[config.mk]
export PLATFORM = sky130hd
export DESIGN_NAME = nea_dev_flat
export DESIGN_NICKNAME = d
export VERILOG_FILES = /design/src/pkg/nea_pkg.sv /design/src/pkg/nea_sfr_if.sv /design/src/hw/nea_wtimer.sv /design/src/hw/nea_dev.sv /design/src/flat_wrapper.sv
export SDC_FILE = /design/constraint.sdc
export NUM_CORES = 1
export LEC_CHECK = 0
export ABC_AREA = 0
export ABC_CLOCK_PERIOD_IN_PS = 4600
export BUFFER_PORTS_ARGS = -buffer_cell sky130_fd_sc_hd__clkbuf_2
export CAP_MARGIN = 20
export CELL_PAD_IN_SITES_DETAIL_PLACEMENT = 0
export CELL_PAD_IN_SITES_GLOBAL_PLACEMENT = 1
export CORE_UTILIZATION = 43
export CTS_BUF_LIST = sky130_fd_sc_hd__clkbuf_2
export CTS_CLUSTER_DIAMETER = 60
export CTS_CLUSTER_SIZE = 30
export DETAILED_ROUTE_END_ITERATION = 8
export PLACE_DENSITY_LB_ADDON = 0.1
export SLEW_MARGIN = 20
export SYNTH_ARGS = -nofsm -noshare
export SYNTH_HDL_FRONTEND = slang
export SYNTH_SLANG_ARGS = --single-unit
[constraint.sdc]
create_clock -name clk_sys -period 4.6 [get_ports clk_sys]
set_input_delay 0.69 -clock clk_sys [delete_from_list [all_inputs] [get_ports clk_sys]]
set_output_delay 0.69 -clock clk_sys [all_outputs]
set_load 0.005 [all_outputs]
[src/pkg/nea_pkg.sv]
// Purpose: Shared constants for the data NVM access block and its controller
// Assumes: One 100 MHz system clock, byte-wide special function register bus
// Notes:   Register offsets, bit positions, reset values and timing counts
package nea_pkg;
  // Storage geometry
  localparam int         NVM_DEPTH    = 128;
  localparam int         NVM_AW       = 7;
  // Direct special function register offsets, sector 0
  localparam logic [7:0] SFR_ADDR     = 8'h00;
  localparam logic [7:0] SFR_DATA     = 8'h01;
  localparam logic [7:0] SFR_PLO      = 8'h02;
  localparam logic [7:0] SFR_PHI      = 8'h03;
  localparam logic [7:0] SFR_IND      = 8'h04;
  localparam logic [7:0] SFR_INTC     = 8'h05;
  localparam logic [7:0] SFR_MFI      = 8'h06;
  // Pointer values that select the control register in sector 1, and the pointer reset value
  localparam logic [7:0] PTR_LO_CTRL  = 8'h40;
  localparam logic [7:0] PTR_HI_CTRL  = 8'h01;
  localparam logic [7:0] PTR_RST      = 8'h00;
  // Control register bits
  localparam int         CTL_FGO      = 0;
  localparam int         CTL_FARM     = 1;
  localparam int         CTL_PGO      = 2;
  localparam int         CTL_PARM     = 3;
  localparam logic [3:0] CTL_RST      = 4'h0;
  // Interrupt control bits
  localparam int         INTC_GIE     = 0;
  localparam int         INTC_MFE     = 1;
  localparam int         INTC_MFF     = 2;
  localparam int         MFI_NIE      = 0;
  localparam int         MFI_NDF      = 1;
  // Read cycle length and write timer shape, in system clocks and ticks
  localparam int         RD_CYCLES    = 4;
  localparam int         WT_DIV       = 7;
  localparam int         WT_TICKS     = 12;
  // Values the controller writes on the register bus
  localparam logic [7:0] CTRL_ARM_RD  = 8'h02;
  localparam logic [7:0] CTRL_GO_RD   = 8'h03;
  localparam logic [7:0] CTRL_ARM_WR  = 8'h08;
  localparam logic [7:0] CTRL_GO_WR   = 8'h0C;
  localparam logic [7:0] CTRL_OFF     = 8'h00;
  localparam logic [7:0] INTC_GIE_OFF = 8'h02;
  localparam logic [7:0] INTC_GIE_ON  = 8'h03;
  localparam logic [7:0] MFI_CLR_DONE = 8'h01;
  // Controller APB register map and bits
  localparam logic [7:0] APB_CMD      = 8'h00;
  localparam logic [7:0] APB_ADDR     = 8'h04;
  localparam logic [7:0] APB_WDATA    = 8'h08;
  localparam logic [7:0] APB_STAT     = 8'h0C;
  localparam logic [7:0] APB_RDATA    = 8'h10;
  localparam int         CMD_RD       = 0;
  localparam int         CMD_WR       = 1;
  localparam int         ST_BUSY      = 0;
  localparam int         ST_DONE      = 1;
  localparam int         ST_IRQ       = 2;
endpackage

[src/pkg/nea_sfr_if.sv]
// Purpose: Register bus and interrupt lines between controller and NVM block
// Assumes: All signals synchronous to clk_sys of both ends
// Notes:   One strobe per instruction; read data valid the cycle after sfr_rd
`timescale 1ns/1ps
interface nea_sfr_if;
  logic [7:0] sfr_addr;
  logic       sfr_wr;
  logic       sfr_rd;
  logic [7:0] sfr_wdata;
  logic [7:0] sfr_rdata;
  logic       irq_req;
  logic       irq_ack;

  modport dev (
    input  sfr_addr,
    input  sfr_wr,
    input  sfr_rd,
    input  sfr_wdata,
    input  irq_ack,
    output sfr_rdata,
    output irq_req
  );

  modport host (
    output sfr_addr,
    output sfr_wr,
    output sfr_rd,
    output sfr_wdata,
    output irq_ack,
    input  sfr_rdata,
    input  irq_req
  );
endinterface

[src/hw/nea_wtimer.sv]
// Purpose: Write cycle timer running on its own free tick, not the start edge
// Assumes: start is a one-cycle pulse given only while not busy
// Notes:   Length varies by up to one tick with the tick phase at start
`timescale 1ns/1ps
module nea_wtimer (
  input  wire logic clk_sys,
  input  wire logic rst,
  input  wire logic start,
  output logic      busy,
  output logic      done
);
  import nea_pkg::*;

  localparam logic [3:0] DIV_LAST  = 4'(WT_DIV - 1);
  localparam logic [4:0] TICK_LAST = 5'(WT_TICKS - 1);

  logic [3:0] div_ff;
  logic [4:0] tick_ff;
  logic       busy_ff;
  logic       tick;

  assign tick = (div_ff == DIV_LAST);
  assign busy = busy_ff;
  assign done = busy_ff && tick && (tick_ff == TICK_LAST);

  // Free-running tick source, unrelated to when a write starts
  always_ff @(posedge clk_sys or posedge rst) begin
    if (rst) begin
      div_ff <= 4'h0;
    end else if (tick) begin
      div_ff <= 4'h0;
    end else begin
      div_ff <= div_ff + 4'h1;
    end
  end

  // Tick counter for one write cycle
  always_ff @(posedge clk_sys or posedge rst) begin
    if (rst) begin
      busy_ff <= 1'b0;
      tick_ff <= 5'h00;
    end else if (start) begin
      busy_ff <= 1'b1;
      tick_ff <= 5'h00;
    end else if (done) begin
      busy_ff <= 1'b0;
    end else if (busy_ff && tick) begin
      tick_ff <= tick_ff + 5'h01;
    end
  end
endmodule

[src/hw/nea_dev.sv]
// Purpose: Data NVM access logic: address, data, indirect control register
// Assumes: Controller keeps the arm/go ordering and the pointer setup
// Notes:   Write timing comes from nea_wtimer; reads take RD_CYCLES clocks
`timescale 1ns/1ps
// Behaviour
// (RQ1) Read starts on fetch_go; cleared when done
// (RQ2) fetch_go ignored unless fetch_arm already set
// (RQ3) Software never sets all bits together
// (RQ4) Read order: arm, address, then go
// (RQ5) Data register holds fetched byte until next op
// (RQ6) Write: address, data, arm, go back-to-back
// (RQ7) Global interrupt off around arm/go sequence; the controller does this for writes only, not for reads
// (RQ8) program_go ignored unless program_arm already set
// (RQ9) Write timed by independent internal timer
// (RQ10) program_go cleared when write finishes
// (RQ11) program_arm cleared at power-on
// (RQ12) Pointer high byte resets to sector 0
// (RQ13) Write end sets done and multi-function flags
// (RQ14) Software enables three interrupt enables
// (RQ15) Service clears only multi-function flag
// (RQ16) No sleep until a cycle finishes
// (RQ17) Control reached via pointer 01H/040H indirectly
// (RQ18) Optional read-back check after write
// (RQ19) Control bits 3..0 as listed, upper zero
// (RQ20) Address 7 bits, data 8, reset zero
// (RQ21) Cleared arm blocks further operations
// (RQ22) Read completes in fixed parameterised clocks
module nea_dev (
  input  wire logic clk_sys,
  input  wire logic rst,
  nea_sfr_if.dev    sfr,
  output logic      nvm_busy
);
  import nea_pkg::*;

  localparam logic [2:0] RD_LAST = 3'(RD_CYCLES - 1);

  logic [7:0]        mem [0:NVM_DEPTH-1];
  logic [NVM_AW-1:0] addr_ff;
  logic [7:0]        data_ff;
  logic [7:0]        ptr_lo_ff;
  logic [7:0]        ptr_hi_ff;
  logic [3:0]        ctrl_ff;
  logic [NVM_AW-1:0] op_addr_ff;
  logic [7:0]        op_data_ff;
  logic [2:0]        rd_cnt_ff;
  logic              gie_ff;
  logic              mfe_ff;
  logic              mff_ff;
  logic              nie_ff;
  logic              ndf_ff;
  logic [7:0]        rdata_ff;
  logic              ctrl_sel;
  logic              wr_ctrl;
  logic              idle;
  logic              start_read;
  logic              start_write;
  logic              read_done;
  logic              write_done;
  logic              wt_busy;

  // Control register is visible only through the pointer pair
  assign ctrl_sel = (ptr_hi_ff == PTR_HI_CTRL) && (ptr_lo_ff == PTR_LO_CTRL); // RQ17
  assign wr_ctrl  = sfr.sfr_wr && (sfr.sfr_addr == SFR_IND) && ctrl_sel;
  // Busy also while the write timer still runs, so no start can overlap it
  assign idle     = !ctrl_ff[CTL_FGO] && !ctrl_ff[CTL_PGO] && !wt_busy;
  // Go bits act only if the arm bit was already set
  assign start_read  = wr_ctrl && sfr.sfr_wdata[CTL_FGO] && ctrl_ff[CTL_FARM] && idle; // RQ2 RQ21
  assign start_write = wr_ctrl && sfr.sfr_wdata[CTL_PGO] && ctrl_ff[CTL_PARM] && idle; // RQ8 RQ21
  assign read_done   = ctrl_ff[CTL_FGO] && (rd_cnt_ff == RD_LAST); // RQ22
  assign nvm_busy    = !idle;
  assign sfr.sfr_rdata = rdata_ff;
  // Interrupt request to the core
  assign sfr.irq_req = gie_ff && mfe_ff && nie_ff && mff_ff;

  // Write cycle timer
  nea_wtimer nea_wtimer_inst (
    .clk_sys (clk_sys),
    .rst     (rst),
    .start   (start_write),
    .busy    (wt_busy),
    .done    (write_done)  // RQ9
  );

  // Control bits: arm bits by software, go bits set on start, cleared by hardware
  always_ff @(posedge clk_sys or posedge rst) begin
    if (rst) begin
      ctrl_ff <= CTL_RST; // RQ11 RQ19
    end else begin
      if (wr_ctrl) begin
        ctrl_ff[CTL_FARM] <= sfr.sfr_wdata[CTL_FARM];
        ctrl_ff[CTL_PARM] <= sfr.sfr_wdata[CTL_PARM];
      end
      if (start_read) begin
        ctrl_ff[CTL_FGO] <= 1'b1; // RQ1
      end else if (read_done) begin
        ctrl_ff[CTL_FGO] <= 1'b0; // RQ1
      end
      if (start_write) begin
        ctrl_ff[CTL_PGO] <= 1'b1;
      end else if (write_done) begin
        ctrl_ff[CTL_PGO] <= 1'b0; // RQ10
      end
    end
  end

  // Read cycle counter
  always_ff @(posedge clk_sys or posedge rst) begin
    if (rst) begin
      rd_cnt_ff <= 3'h0;
    end else if (start_read) begin
      rd_cnt_ff <= 3'h0;
    end else if (ctrl_ff[CTL_FGO] && !read_done) begin
      rd_cnt_ff <= rd_cnt_ff + 3'h1;
    end
  end

  // Operation address and data latched at start
  always_ff @(posedge clk_sys or posedge rst) begin
    if (rst) begin
      op_addr_ff <= '0;
      op_data_ff <= 8'h00;
    end else if (start_read || start_write) begin
      op_addr_ff <= addr_ff;
      op_data_ff <= data_ff;
    end
  end

  // Storage array
  always_ff @(posedge clk_sys) begin
    if (write_done) begin
      mem[op_addr_ff] <= op_data_ff;
    end
  end

  // Address and pointer registers
  always_ff @(posedge clk_sys or posedge rst) begin
    if (rst) begin
      addr_ff   <= '0; // RQ20
      ptr_lo_ff <= PTR_RST;
      ptr_hi_ff <= PTR_RST; // RQ12
    end else if (sfr.sfr_wr) begin
      if (sfr.sfr_addr == SFR_ADDR) begin
        addr_ff <= sfr.sfr_wdata[NVM_AW-1:0];
      end
      if (sfr.sfr_addr == SFR_PLO) begin
        ptr_lo_ff <= sfr.sfr_wdata;
      end
      if (sfr.sfr_addr == SFR_PHI) begin
        ptr_hi_ff <= sfr.sfr_wdata;
      end
    end
  end

  // Data register: fetched byte wins over a software write
  always_ff @(posedge clk_sys or posedge rst) begin
    if (rst) begin
      data_ff <= 8'h00; // RQ20
    end else if (read_done) begin
      data_ff <= mem[op_addr_ff]; // RQ5
    end else if (sfr.sfr_wr && sfr.sfr_addr == SFR_DATA) begin
      data_ff <= sfr.sfr_wdata;
    end
  end

  // Interrupt enables
  always_ff @(posedge clk_sys or posedge rst) begin
    if (rst) begin
      gie_ff <= 1'b0;
      mfe_ff <= 1'b0;
      nie_ff <= 1'b0;
    end else if (sfr.sfr_wr) begin
      if (sfr.sfr_addr == SFR_INTC) begin
        gie_ff <= sfr.sfr_wdata[INTC_GIE];
        mfe_ff <= sfr.sfr_wdata[INTC_MFE];
      end
      if (sfr.sfr_addr == SFR_MFI) begin
        nie_ff <= sfr.sfr_wdata[MFI_NIE];
      end
    end
  end

  // Sticky flags: write end sets both, set wins over any clear
  always_ff @(posedge clk_sys or posedge rst) begin
    if (rst) begin
      mff_ff <= 1'b0;
      ndf_ff <= 1'b0;
    end else begin
      if (write_done) begin
        mff_ff <= 1'b1; // RQ13
      end else if (sfr.irq_ack) begin
        mff_ff <= 1'b0; // RQ15
      end else if (sfr.sfr_wr && sfr.sfr_addr == SFR_INTC) begin
        mff_ff <= sfr.sfr_wdata[INTC_MFF];
      end
      if (write_done) begin
        ndf_ff <= 1'b1; // RQ13
      end else if (sfr.sfr_wr && sfr.sfr_addr == SFR_MFI) begin
        ndf_ff <= sfr.sfr_wdata[MFI_NDF]; // RQ15
      end
    end
  end

  // Read data, registered one cycle after the strobe
  always_ff @(posedge clk_sys or posedge rst) begin
    if (rst) begin
      rdata_ff <= 8'h00;
    end else if (sfr.sfr_rd) begin
      case (sfr.sfr_addr)
        SFR_ADDR: rdata_ff <= {1'b0, addr_ff}; // RQ20
        SFR_DATA: rdata_ff <= data_ff;
        SFR_PLO:  rdata_ff <= ptr_lo_ff;
        SFR_PHI:  rdata_ff <= ptr_hi_ff;
        SFR_IND:  rdata_ff <= ctrl_sel ? {4'h0, ctrl_ff} : 8'h00; // RQ19
        SFR_INTC: rdata_ff <= {5'h00, mff_ff, mfe_ff, gie_ff};
        SFR_MFI:  rdata_ff <= {6'h00, ndf_ff, nie_ff};
        default:  rdata_ff <= 8'h00;
      endcase
    end
  end
endmodule

[src/flat_wrapper.sv]
// flat-port wrapper written by rule: the top's interface ports become plain ports
module nea_dev_flat import nea_pkg::*;
  (clk_sys, rst, nvm_busy, sfr_sfr_addr, sfr_sfr_wr, sfr_sfr_rd, sfr_sfr_wdata, sfr_irq_ack, sfr_sfr_rdata, sfr_irq_req);
  nea_sfr_if sfr_i ();
  input  wire logic clk_sys;
  input  wire logic rst;
  output logic nvm_busy;
  input wire logic [$bits(sfr_i.sfr_addr)-1:0] sfr_sfr_addr;
  input wire logic [$bits(sfr_i.sfr_wr)-1:0] sfr_sfr_wr;
  input wire logic [$bits(sfr_i.sfr_rd)-1:0] sfr_sfr_rd;
  input wire logic [$bits(sfr_i.sfr_wdata)-1:0] sfr_sfr_wdata;
  input wire logic [$bits(sfr_i.irq_ack)-1:0] sfr_irq_ack;
  output wire logic [$bits(sfr_i.sfr_rdata)-1:0] sfr_sfr_rdata;
  output wire logic [$bits(sfr_i.irq_req)-1:0] sfr_irq_req;
  assign sfr_i.sfr_addr = sfr_sfr_addr;
  assign sfr_i.sfr_wr = sfr_sfr_wr;
  assign sfr_i.sfr_rd = sfr_sfr_rd;
  assign sfr_i.sfr_wdata = sfr_sfr_wdata;
  assign sfr_i.irq_ack = sfr_irq_ack;
  assign sfr_sfr_rdata = sfr_i.sfr_rdata;
  assign sfr_irq_req = sfr_i.irq_req;
  nea_dev u_core (.clk_sys(clk_sys), .rst(rst), .sfr(sfr_i), .nvm_busy(nvm_busy));
endmodule
==> results.md, run 1 <==
Outcome:
- The flow ran to the end, and the final reports show no timing, DRC or antenna violations.

Routing:
- The DRC violation count after routing is 0.
- The post-detailed-route count of antenna-violating nets is 0.
- The post-detailed-route via-to-cell ratio is 6.11.
- The first detailed-routing pass took 5 iterations.
- The detailed router finished its first iteration with 3,101 violations.
- Summing over every cut layer, the via total after detailed routing is 25.2k.
- After detailed routing, the average wire length per cell comes to 32.2 um.
- The routed design has 133,000 um of wire.

Finish:
- From synthesis to final layout, the design area changed by 10.0%.
- The share of cells above drive strength 1 is 23.4%.
- At the end of the flow the core is filled with cells to 47.9%.
- Leaving out fill and tap cells, the most frequent cells in the layout are sky130_fd_sc_hd__edfxtp_1, sky130_fd_sc_hd__nor2_1, sky130_fd_sc_hd__buf_4, sky130_fd_sc_hd__a221oi_1, sky130_fd_sc_hd__clkbuf_2.
- The number of fill cells in the layout is 8,555.
- The final-stage net count is 2,711.
- The library cell used most frequently in the layout, excluding fill and tap cells, is sky130_fd_sc_hd__edfxtp_1.

Clock tree:
- Buffers inserted during clock tree synthesis total 93.
- The number of buffers inserted by post-CTS setup repair is 0.
- In this run the number of H-tree levels came out at 3.
- The later pin in the worst-skew pair is clocked with a latency of 1470 ps.
- The tree is rooted in a sky130_fd_sc_hd__clkbuf_2.
- The number of buffers inserted for hold repair after clock tree synthesis is 32.
- Clock-pin slew was measured on the worst setup and hold paths at 300 ps.
- Clock tree synthesis found a total of 1,099 sinks.
- The clock passes through at most 3 buffers.
- TritonCTS built the clock tree.
- The count of cells resized by post-cts repair is 0.

Min path:
- The startpoint identified for the worst hold timing path is sfr_sfr_wdata[1].
- The hold-critical path endpoint is u_core.ndf_ff.
- The path class of the tightest hold or removal check is in2reg.
- The cell count of the worst hold path is 4.

Logic synthesis:
- The number of nets produced by synthesis is 2,530.
- The unique cell type count in the Yosys netlist is 82.
- The area of the mapped netlist is 43,600 um2.
- The synthesized netlist devotes 8.11% of its cell area to compound gates.
- After synthesis, the mean cell area works out to 17.4 um2.
- Summing the areas of all and, or, nand and nor instances in the mapped netlist gives 4.52% of the synthesized area.
- The number of synthesized flops with an enable pin is 1,024.
- Summing the areas of all fa, ha and maj instances in the mapped netlist gives 0.0860% of the synthesized area.
- The main combinational cell family by area after synthesis is multiplexers.
- The flip-flop and latch count after synthesis is 1,099.
- After synthesis, flip-flops and latches occupy 74.8% of the total area.
- For this run, the leading register cell type out of synthesis is sky130_fd_sc_hd__edfxtp_1.
- Summing the areas of all xor and xnor instances in the mapped netlist gives 0.120% of the synthesized area.
- The async set-reset flop share out of synthesis is 6.82%.
- The fraction of synthesized cell area taken by the top area cell type is 70.5%.
- Sorting the synthesized cells by area gives the leading types as sky130_fd_sc_hd__edfxtp_1, sky130_fd_sc_hd__mux4_2, sky130_fd_sc_hd__dfrtp_1.
- Of all cell types, the one taking the most synthesized area is sky130_fd_sc_hd__edfxtp_1.
- Yosys printed 0 warnings.
- The multiplexer share of the synthesized area is 10.1%.
- The number of instances in the synthesized netlist is 2,506.

Timing:
- The fmax is 246 MHz.
- The final worst clock skew is 126 ps.
- The total count of hold-check failures in the final report is 0.
- At the pin with the least slew margin, the transition time is 1170 ps.
- Setup total negative slack on the finished layout was measured at 0 ps.
- The max-slew violation total from the final report is 0.
- The final critical path takes up 88.3% of the cycle.
- The smallest clock period supported by the final layout is computed as 4060 ps.
- Setup repair after global routing left no endpoint under its margin.
- The setup-violating endpoint count in the final report is 0.
- The worst-case headroom to the max-slew limit is 22.1%.

Setup path:
- The startpoint identified for the worst register-to-register timing path is u_core.op_addr_ff[0].
- Grouping stages by cell kind, the critical path spends the most delay in simple AND/OR/NAND/NOR gates.
- In this run the worst path has a maximum fanout of 34.
- STA classifies the critical path startpoint as a flop.
- For this run, the slowest stage of the critical path takes 820 ps.
- Together, buffers and inverters on the worst path number 2.
- The signal on the critical path passes through buf_12 > nand2_1 > buf_4 > nor2_1 > nor3_1 > o211ai_1 > and4_1 > o221ai_1 > a31oi_1.
- The worst path required time is 5910 ps.
- The capture point of the worst reg-to-reg path is u_core.data_ff[3].
- For this design, the slowest cell found on the critical path is sky130_fd_sc_hd__dfrtp_4.
- The worst register-to-register path has a setup slack of 540 ps.
- The worst setup path is captured at a flop.
- The number of stages on the worst setup path is 9.
- The critical path start-end classification is reg2reg.
- The cell count of the worst reg-to-reg path is 9.
- Data on the critical path arrives at its endpoint at 5380 ps.

Die:
- The die covers 103,000 um2.
- The floorplan die width is 321 um.
- The row count is 116.
- Once the floorplan was initialized, standard cells occupied 43.5% of the core.
- The placeable core region is 100,000 um2.
- 31 I/O pins were placed.
- The vertical die dimension is 321 um.

Global routing:
- The remaining global-route overflow is 0.
- The initial antenna violation count is 3.
- The first global-routing pass estimated 190,000 um of wire.
- Global routing used 26.0% of the available tracks.
- Entering global routing, the biggest net connects 95 pins.
- The via count of the first global-routing pass was 24.9k.

Power and ir drop:
- The ratio of total power to cell area is 334 nW/um2.
- Summed over all cells, the static leakage comes to 17.8 nW.
- The worst supply voltage drop on vdd is 0.224 mV.

Job:
- Across the run, the number of max-cap violations was 0.

Place:
- At the end of routability-driven placement, the weighted congestion stood at 0.879.
- Port buffering added 30 buffers.
- Summed over all nets, the half-perimeter wirelength after detailed placement is 82,100 um.
-- flip-flops by register name, indices dropped and copies added (netlist names) --
signal,cells
u_core.nea_wtimer_inst.tick_ff,5
u_core.mem,1024
u_core.ctrl_ff,4
u_core.nea_wtimer_inst.div_ff,4
u_core.ptr_lo_ff,8
u_core.op_addr_ff,7
u_core.data_ff,8
u_core.rd_cnt_ff,3
u_core.ndf_ff,1
u_core.addr_ff,7
u_core.ptr_hi_ff,8
u_core.op_data_ff,8
u_core.nie_ff,1
u_core.gie_ff,1
u_core.mff_ff,1
u_core.sfr.sfr_rdata,8
u_core.mfe_ff,1
-- stage by stage --
step           cell area, um2  hold WS (ps)  setup WS, ps  power (mW)  cells
2_1_floorplan           43600           467          1990        11.1   2506
3_3_place_gp            46200           481           689        11.1   3914
3_5_place_dp            46200           496           747        11.1   3914
4_1_cts                 47900          4.54           682        16.2   4117
5_1_grt                 48000          31.8           391        16.5   4129
6_report                48000           169           536        16.1   4129
-- final cells by class --
type | count | area, um2 | area share (%)
clock buffers | 96 | 480 | 1.00
diodes | 9 | 22.5 | 0.0469
multi-input cells | 1223 | 10100 | 20.9
clock inverters | 75 | 957 | 1.99
flip-flops and latches | 1099 | 32700 | 68.1
inverters | 13 | 50.0 | 0.104
well taps | 1357 | 1700 | 3.54
repair buffers | 257 | 2070 | 4.32
-- worst register-to-register path: stages (launching register included) --
cell	delay (ps)
sky130_fd_sc_hd__dfrtp_4	820
sky130_fd_sc_hd__buf_12	330
sky130_fd_sc_hd__nand2_1	410
sky130_fd_sc_hd__buf_4	260
sky130_fd_sc_hd__nor2_1	80
sky130_fd_sc_hd__nor3_1	710
sky130_fd_sc_hd__o211ai_1	410
sky130_fd_sc_hd__and4_1	330
sky130_fd_sc_hd__o221ai_1	430
sky130_fd_sc_hd__a31oi_1	140
-- cells by family (layout without fill, tap and decap cells) --
| kind of cell | Yosys count | after routing |
|---|---|---|
| xor+xnor | 6 | 6 |
| compound gates | 469 | 469 |
| flops | 1099 | 1099 |
| buf+inv | 184 | 441 |
| simple gates | 441 | 441 |
| other cells | 0 | 9 |
| mux | 304 | 304 |
| fa+ha+maj | 3 | 3 |
-- where the power goes --
group | total [mW] | switching [mW] | internal [mW]
clock network | 5.14 | 3.72 | 1.42
registers | 10.8 | 0.0219 | 10.8
logic | 0.110 | 0.0622 | 0.0477
total | 16.1 | 3.80 | 12.3
-- worst max path at each step --
stage	startpoint	to	slack [ps]
after global placement	u_core.op_addr_ff[0]	u_core.data_ff[3]	690
after floorplan	sfr_sfr_addr[7]	u_core.addr_ff[0]	1990
final	u_core.op_addr_ff[0]	u_core.data_ff[3]	540
after detailed placement	u_core.op_addr_ff[0]	u_core.data_ff[3]	750
after global routing	u_core.op_addr_ff[0]	u_core.data_ff[3]	390
after CTS	u_core.op_addr_ff[0]	u_core.data_ff[3]	680
-- metal layers --
metal / vias to the layer above / GRT usage, % / share of wire, %
li1: 10549 / - / -
met1: 13309 / 38.0 / 44
met2: 1153 / 40.1 / 46
met3: 201 / 4.51 / 7.6
met4: 0 / 7.09 / 2.7
met5: - / 0 / 0
-- synth_stat cells (20+ instances only) --
master and number:
sky130_fd_sc_hd__a22oi_1 46, sky130_fd_sc_hd__a221oi_1 148, sky130_fd_sc_hd__mux2_2 95, sky130_fd_sc_hd__edfxtp_1 1024, sky130_fd_sc_hd__buf_2 54, sky130_fd_sc_hd__nand2_1 94, sky130_fd_sc_hd__mux2i_1 104, sky130_fd_sc_hd__buf_4 29
sky130_fd_sc_hd__nor3_1 20, sky130_fd_sc_hd__o21ai_0 51, sky130_fd_sc_hd__clkbuf_1 62, sky130_fd_sc_hd__mux4_2 95, sky130_fd_sc_hd__nand3_1 23, sky130_fd_sc_hd__o22ai_1 27, sky130_fd_sc_hd__nor2_1 233, sky130_fd_sc_hd__dfrtp_1 75
sky130_fd_sc_hd__a21oi_1 61
No activity file was read; power rests on OpenSTA's default activity.
==> run 2: changes to the inputs <==
MAX_ROUTING_LAYER = met4   (was default)
==> results.md, run 2 (synthesized netlist as in run 1, its figures left out) <==
Outcome:
- The run finished with clean final reports.

Finish:
- In the layout the commonest cells are sky130_fd_sc_hd__edfxtp_1, sky130_fd_sc_hd__nor2_1, sky130_fd_sc_hd__buf_4, sky130_fd_sc_hd__a221oi_1, sky130_fd_sc_hd__clkbuf_2.
- The final cell area excluding filler cells is 48,000 um2 (about the same).
- The fraction of the core area covered by cells at the end of the flow came to 47.9% (about the same).
- The number of fill cells in the layout is 8,552 (-0.035%).
- The share of cells above drive strength 1 is 23.4% (unchanged).
- u_core.mem holds more flip-flops than any other register.
- The layout-stage area growth over the synthesis result came to 10.1% (about the same).
- The most common cell after layout, fill and taps aside is sky130_fd_sc_hd__edfxtp_1.
- The final-stage net count is 2,711 (unchanged).
- The number of flip-flops under the largest register name is 1,024 (unchanged).
- The area occupied by multi-input gates is 10,100 um2 (unchanged).
- The area of all sequential standard cells is 32,700 um2 (unchanged).

Clock tree:
- The number of buffers inserted by post-CTS setup repair is 0 (unchanged).
- The clock-pin slew reported for the worst setup and hold paths after clock tree synthesis is 300 ps (about the same).
- The number of buffers added by the clock tree synthesis step is 93 (unchanged).
- The number of H-tree branching levels is 3 (unchanged).
- The count of cells resized by post-cts repair is 0 (unchanged).
- The clock latency on the worst-skew pair was 1500 ps (+30 ps).
- TritonCTS built the clock tree.
- The CTS root buffer is sky130_fd_sc_hd__clkbuf_2.
- The TritonCTS sink count is 1,099 (unchanged).
- The maximum buffer depth of the clock tree is 3 (unchanged).

Global routing:
- The largest net degree at the start of global routing came to 95 (unchanged).
- The initial antenna violation count is 2 (-1).
- The remaining global-route overflow was 0 (unchanged).
- The overall fraction of global-route tracks in use is 26.8% (+0.83 points).
- The via count of the first global-routing pass is 24.9k (-0.12%).
- The global-route wire length before repair is 190,000 um (+0.13%).

Routing:
- The post-detailed-route count of antenna-violating nets is 0 (unchanged).
- The wire length per cell is 32.2 um (+0.22%).
- The post-detailed-route via-to-cell ratio came to 6.10 (about the same).
- The number of vias in the routed layout is 25.2k (+0.071%).
- The total routed wirelength is 133,000 um (+0.31%).
- The DRC violation total after the first TritonRoute iteration is 3,110 (+0.29%).
- The DRC violation count after routing is 0 (unchanged).
- The first-pass iteration count of the detailed router is 5 (unchanged).

Power and ir drop:
- The leakage power summed over all cells is 17.8 nW (unchanged).
- The share of total power in the clock network is 32.1% (about the same).
- The switching power share of the total is 23.7% (+0.054 points).
- The relative contribution of combinational cells to total power came to 0.7% (about the same).
- The ratio of total power to cell area was 335 nW/um2 (about the same).
- The switching power is 3.82 mW (+0.30%).
- The sequential fraction of design power came to 67.2% (about the same).
- The design internal power came to 12.3 mW (about the same).
- The worst supply voltage drop on vdd is 0.226 mV (+1.1%).

Timing:
- The final critical path time including I/O delays and setup is 4140 ps (+80.1 ps).
- The final worst clock skew came to 150 ps (+23.9 ps).
- Setup repair after global routing left no endpoint under its margin.
- The slew at the pin with the worst max-slew slack is 1180 ps (+7.21 ps).
- The worst-case headroom to the max-slew limit was 21.6% (-0.48 points).
- The final total negative setup slack is 0 ps (unchanged).
- The fmax is 241 MHz (-1.9%).
- The setup-violating endpoint count in the final report was 0 (unchanged).
- The max-slew violation total from the final report was 0 (unchanged).
- The total count of hold-check failures in the final report is 0 (unchanged).
- The fraction of the cycle the final worst path needs was 90.1% (+1.7 points).

Die:
- The top-level port count is 31 (unchanged).
- The row count is 116 (unchanged).
- The starting density of the core came to 43.5% (unchanged).
- The floorplan die width came to 321 um (unchanged).
- The area of the die is 103,000 um2 (unchanged).
- The placeable core region was 100,000 um2 (unchanged).
- The vertical die dimension came to 321 um (unchanged).

Place:
- The post-place instance area came to 46,200 um2 (unchanged).
- The weighted congestion at the end of routability-driven global placement is 0.894 (+1.7%).
- The count of buffers from port buffering is 30 (unchanged).
- The total half-perimeter wirelength after legalization and detailed placement is 82,100 um (unchanged).

Setup path:
- The worst setup path is captured at a flop.
- The worst path required time came to 5920 ps (about the same).
- The critical path start-end classification is reg2reg.
- STA classifies the critical path startpoint as a flop.
- The maximum fanout count along the critical path is 34 (unchanged).
- The worst register-to-register path begins at u_core.op_addr_ff[0].
- Tracing the worst setup path back leads to its startpoint at u_core.op_addr_ff[0].
- The critical path data arrival time came to 5470 ps (+90 ps).

Min path:
- The class of the tightest hold or removal check is in2reg.
- The startpoint identified for the worst hold timing path is sfr_sfr_wdata[1].

Job:
- The number of violations of the max-capacitance limit was 0 (unchanged).
run 2: through the flow:
stage	total power [mW]	worst slack, ps	hold slack (ps)	std cells
2_1_floorplan	11.1	1990	467	2506
3_3_place_gp	11.1	689	481	3914
3_5_place_dp	11.1	747	496	3914
4_1_cts	16.2	682	4.54	4117
5_1_grt	16.5	479	14.6	4131
6_report	16.1	456	162	4133
run 2: worst max-delay path, cell delays in order (launching register included):
cell,delay [ps]
sky130_fd_sc_hd__dfrtp_4,820
sky130_fd_sc_hd__buf_12,310
sky130_fd_sc_hd__nand2_1,390
sky130_fd_sc_hd__buf_4,250
sky130_fd_sc_hd__nor2_1,70
sky130_fd_sc_hd__nor3_1,720
sky130_fd_sc_hd__o211ai_1,440
sky130_fd_sc_hd__and4_1,340
sky130_fd_sc_hd__o221ai_1,440
sky130_fd_sc_hd__a31oi_1,140
run 2: area by class of cell:
cell class                 count  area share (%)
inverter                      13           0.104
multi-input combinational   1223            20.9
antenna                       13          0.0677
sequential                  1099            68.0
clock inverter                75            1.99
timing repair buffer         257            4.32
clock buffer                  96            1.00
tap                         1357            3.54
run 2: power groups by stage:
stage	Sequential (mW)	Combinational [mW]	Clock (mW)
after global routing	10.8	0.119	5.61
after detailed placement	11.0	0.0930	0
after CTS	10.8	0.111	5.27
final	10.8	0.110	5.16
after floorplan	11.0	0.0546	0
after global placement	11.0	0.0924	0
run 2: final timing paths:
kind	depth (start not counted)	slack, ps	to
setup / recovery	9	460	u_core.data_ff[3]
hold / removal	4	160	u_core.ndf_ff
hold reg to reg	1	530	u_core.nea_wtimer_inst.div_ff[3]
max in group asynchronous	5	3150	u_core.ptr_lo_ff[7]
min in group asynchronous	4	430	u_core.data_ff[4]
setup reg to reg	9	460	u_core.data_ff[3]
run 2: layer usage:
layer / vias to the layer above / wire length, um / track usage [%]
met1: 13384 / 58600 / 38.4
li1: 10548 / - / -
met4: 0 / 3490 / 6.93
met5: - / 0 / -
met3: 195 / 9760 / 4.21
met2: 1103 / 61300 / 40.1
run 2: timing repair:
action | 4_1_cts | 5_1_grt
hold endpoints to repair | 146 | 0
hold buffers | 32 | 0
endpoints found under the setup margin | 0 | 0
==> run 3: changes to the inputs <==
ABC_CLOCK_PERIOD_IN_PS = default   (was 4600)
CORE_ASPECT_RATIO = 0.5   (was default)
PLACE_DENSITY = 0.72   (was default)
PLACE_DENSITY_LB_ADDON = default   (was 0.1)
==> results.md, run 3 (synthesized netlist as in run 1, its figures left out) <==
Finish:
- The area of all sequential standard cells is 32,700 um2 (unchanged).
- The share of cells above drive strength 1 came to 19.8% (-3.6 points).
- The layout-stage area growth over the synthesis result is 7.42%.
- The top cell types in the final layout, fill and taps aside, are sky130_fd_sc_hd__edfxtp_1, sky130_fd_sc_hd__nor2_1, sky130_fd_sc_hd__a221oi_1, sky130_fd_sc_hd__buf_4, sky130_fd_sc_hd__mux2i_1.
- The number of flip-flops under the largest register name is 1,024 (unchanged).
- The final cell area excluding filler cells is 46,900 um2 (-2.4%).
- The area occupied by multi-input gates is 10,100 um2 (+0.14%).
- The number of fill cells in the layout is 8,545 (-0.082%).
- Leaving out fill and tap cells, the most frequent cell in the layout is sky130_fd_sc_hd__edfxtp_1.
- The number of standard cells in the final layout excluding fillers is 3,982 (-3.7%).
- The final-stage net count is 2,618 (-3.4%).
- The register with the most flip-flops is u_core.mem.

Power and ir drop:
- The worst supply voltage drop on vdd is 0.156 mV (-31%).
- The leakage power summed over all cells was 17.1 nW (-3.9%).
- The total design power is 14.8 mW (-8.1%).
- The ratio of total power to cell area is 315 nW/um2 (-5.8%).

Timing:
- The final worst clock skew was 198 ps (+48.4 ps).
- The post-route worst hold slack is 118 ps (-44.3 ps).
- Setup repair after global routing left no endpoint under its margin.
- The fmax came to 247 MHz (+2.3%).
- The worst-case headroom to the max-slew limit is 21.3% (-0.28 points).
- The setup-violating endpoint count in the final report is 0 (unchanged).
- The max-slew violation total from the final report is 0 (unchanged).
- The total count of hold-check failures in the final report came to 0 (unchanged).
- The final total negative setup slack came to 0 ps (unchanged).
- The final critical path time including I/O delays and setup was 4050 ps (-94.4 ps).
- The slew at the pin with the worst max-slew slack is 1180 ps (+4.19 ps).
- The fraction of the cycle the final worst path needs is 88.0% (-2.1 points).

Place:
- The total instance count after detailed placement came to 3,855 (-1.5%).
- The weighted congestion at the end of routability-driven global placement is 0.915 (+2.3%).
- The count of buffers from port buffering is 30 (unchanged).
- The post-place instance area is 45,800 um2 (-0.79%).
- The total half-perimeter wirelength after legalization and detailed placement is 74,500 um (-9.4%).

Min path:
- The cell count of the worst hold path came to 4 (unchanged).
- The worst hold path terminates at u_core.sfr.sfr_rdata[6].
- The origin of the worst min-delay path is sfr_sfr_addr[0].
- The min-delay analysis places its worst path in the category in2reg.

Setup path:
- On the critical path, the stage with the largest delay is an instance of sky130_fd_sc_hd__dfrtp_4.
- The delay of the slowest cell on the worst path was 1010 ps (+190 ps).
- Traced cell by cell, the critical path runs through buf_4 > mux2_2 > a221o_1 > a222oi_1 > o22a_1 > nor2_1 > o21ai_0 > a31oi_1.
- The minimum setup slack among reg-to-reg paths came to 550 ps (+90 ps).
- The worst setup path is captured at a flop.
- The critical path startpoint category is a flop.
- The number of buffers and inverters on the critical path is 1 (-1).
- The worst register-to-register path begins at u_core.op_addr_ff[0].
- Among cell families on the critical path, the largest total delay comes from compound AO/OA/AOI/OAI gates.
- The worst path required time came to 5920 ps (about the same).
- The cell count of the worst reg-to-reg path is 8 (-1).
- The critical path start-end classification is reg2reg.
- The critical path data arrival time came to 5370 ps (-100 ps).
- The maximum fanout count along the critical path is 39 (+15%).
- The worst register-to-register path ends at u_core.data_ff[6].

Clock tree:
- The clock latency on the worst-skew pair is 1520 ps (+20 ps).
- TritonCTS built the clock tree.
- The number of buffers added by the clock tree synthesis step is 50 (-46%).
- The number of H-tree branching levels is 2 (-1).
- The maximum buffer depth of the clock tree is 3 (unchanged).
- The clock-pin slew reported for the worst setup and hold paths after clock tree synthesis is 480 ps (+180 ps).
- The number of buffers inserted for hold repair after clock tree synthesis is 29 (-9.4%).
- The TritonCTS sink count is 1,099 (unchanged).
- The CTS root buffer is sky130_fd_sc_hd__clkbuf_2.
- The number of buffers inserted by post-CTS setup repair is 0 (unchanged).
- The count of cells resized by post-cts repair was 0 (unchanged).

Routing:
- The DRC violation count after routing is 0 (unchanged).
- The number of vias in the routed layout was 24.7k (-2.1%).
- The wire length per cell was 30.4 um (-5.8%).
- The post-detailed-route count of antenna-violating nets is 0 (unchanged).
- The DRC violation total after the first TritonRoute iteration was 3,280 (+5.5%).
- The first-pass iteration count of the detailed router is 9 (+4).
- The total routed wirelength is 121,000 um (-9.2%).
- The post-detailed-route via-to-cell ratio came to 6.20 (+1.6%).

Die:
- The vertical die dimension came to 227 um (-29%).
- The starting density of the core was 43.5% (about the same).
- The floorplan die width is 453 um (+41%).
- The row count is 82 (-29%).
- The placeable core region is 100,000 um2 (about the same).
- The area of the die is 103,000 um2 (about the same).
- The top-level port count was 31 (unchanged).

Global routing:
- The remaining global-route overflow is 0 (unchanged).
- The via count of the first global-routing pass is 23.9k (-4.0%).
- The initial antenna violation count is 3 (+1).
- The global-route wire length before repair is 174,000 um (-8.5%).
- The overall fraction of global-route tracks in use is 24.1% (-2.7 points).
- The largest net degree at the start of global routing came to 99 (+4.2%).

Outcome:
- The flow ran to the end, and the final reports show no timing, DRC or antenna violations.

Job:
- The number of violations of the max-capacitance limit is 0 (unchanged).
-- run 3: worst max path at each step --
stage	startpoint	end	slack, ps	cells past startpoint
after floorplan	sfr_sfr_addr[7]	u_core.addr_ff[0]	1990	7
after global placement	u_core.op_addr_ff[0]	u_core.data_ff[6]	640	8
after detailed placement	u_core.op_addr_ff[0]	u_core.data_ff[6]	620	8
after CTS	u_core.op_addr_ff[0]	u_core.data_ff[6]	650	8
after global routing	u_core.op_addr_ff[0]	u_core.data_ff[5]	270	8
final	u_core.op_addr_ff[0]	u_core.data_ff[6]	550	8
-- run 3: routing by layer --
layer	wire, um	vias to the layer above	global-route usage (%)
met5	0	-	-
met4	2950	0	6.03
met3	13200	163	4.71
met2	54400	1370	35.9
met1	50400	12871	34.2
li1	-	10285	-
-- run 3: power by group --
group / switching, mW / internal, mW
sequential: 0.0206 / 10.8
combinational: 0.0603 / 0.0452
clock: 3.12 / 0.729
total: 3.20 / 11.6
-- run 3: final cells by class --
class,count,share of cell area (%)
sequential,1099,69.7
inverter,13,0.107
timing repair buffer,207,3.58
multi-input combinational,1223,21.5
clock inverter,31,0.870
clock buffer,59,0.630
tap,1344,3.59
antenna,6,0.0320
-- run 3: worst reg2reg max path, cell delays in order (launching register included) --
cell and delay [ps]:
sky130_fd_sc_hd__dfrtp_4 1010, sky130_fd_sc_hd__buf_4 520, sky130_fd_sc_hd__mux2_2 390, sky130_fd_sc_hd__a221o_1 290, sky130_fd_sc_hd__a222oi_1 730, sky130_fd_sc_hd__o22a_1 250
sky130_fd_sc_hd__nor2_1 30, sky130_fd_sc_hd__o21ai_0 650, sky130_fd_sc_hd__a31oi_1 160
-- run 3: through the flow --
| step | utilization [%] | setup WS, ps |
|---|---|---|
| floorplan | - | 1990 |
| global placement | 45.6 | 636 |
| detailed placement | 45.6 | 618 |
| CTS | 46.6 | 653 |
| global route | 46.7 | 273 |
| finish | 46.7 | 551 |
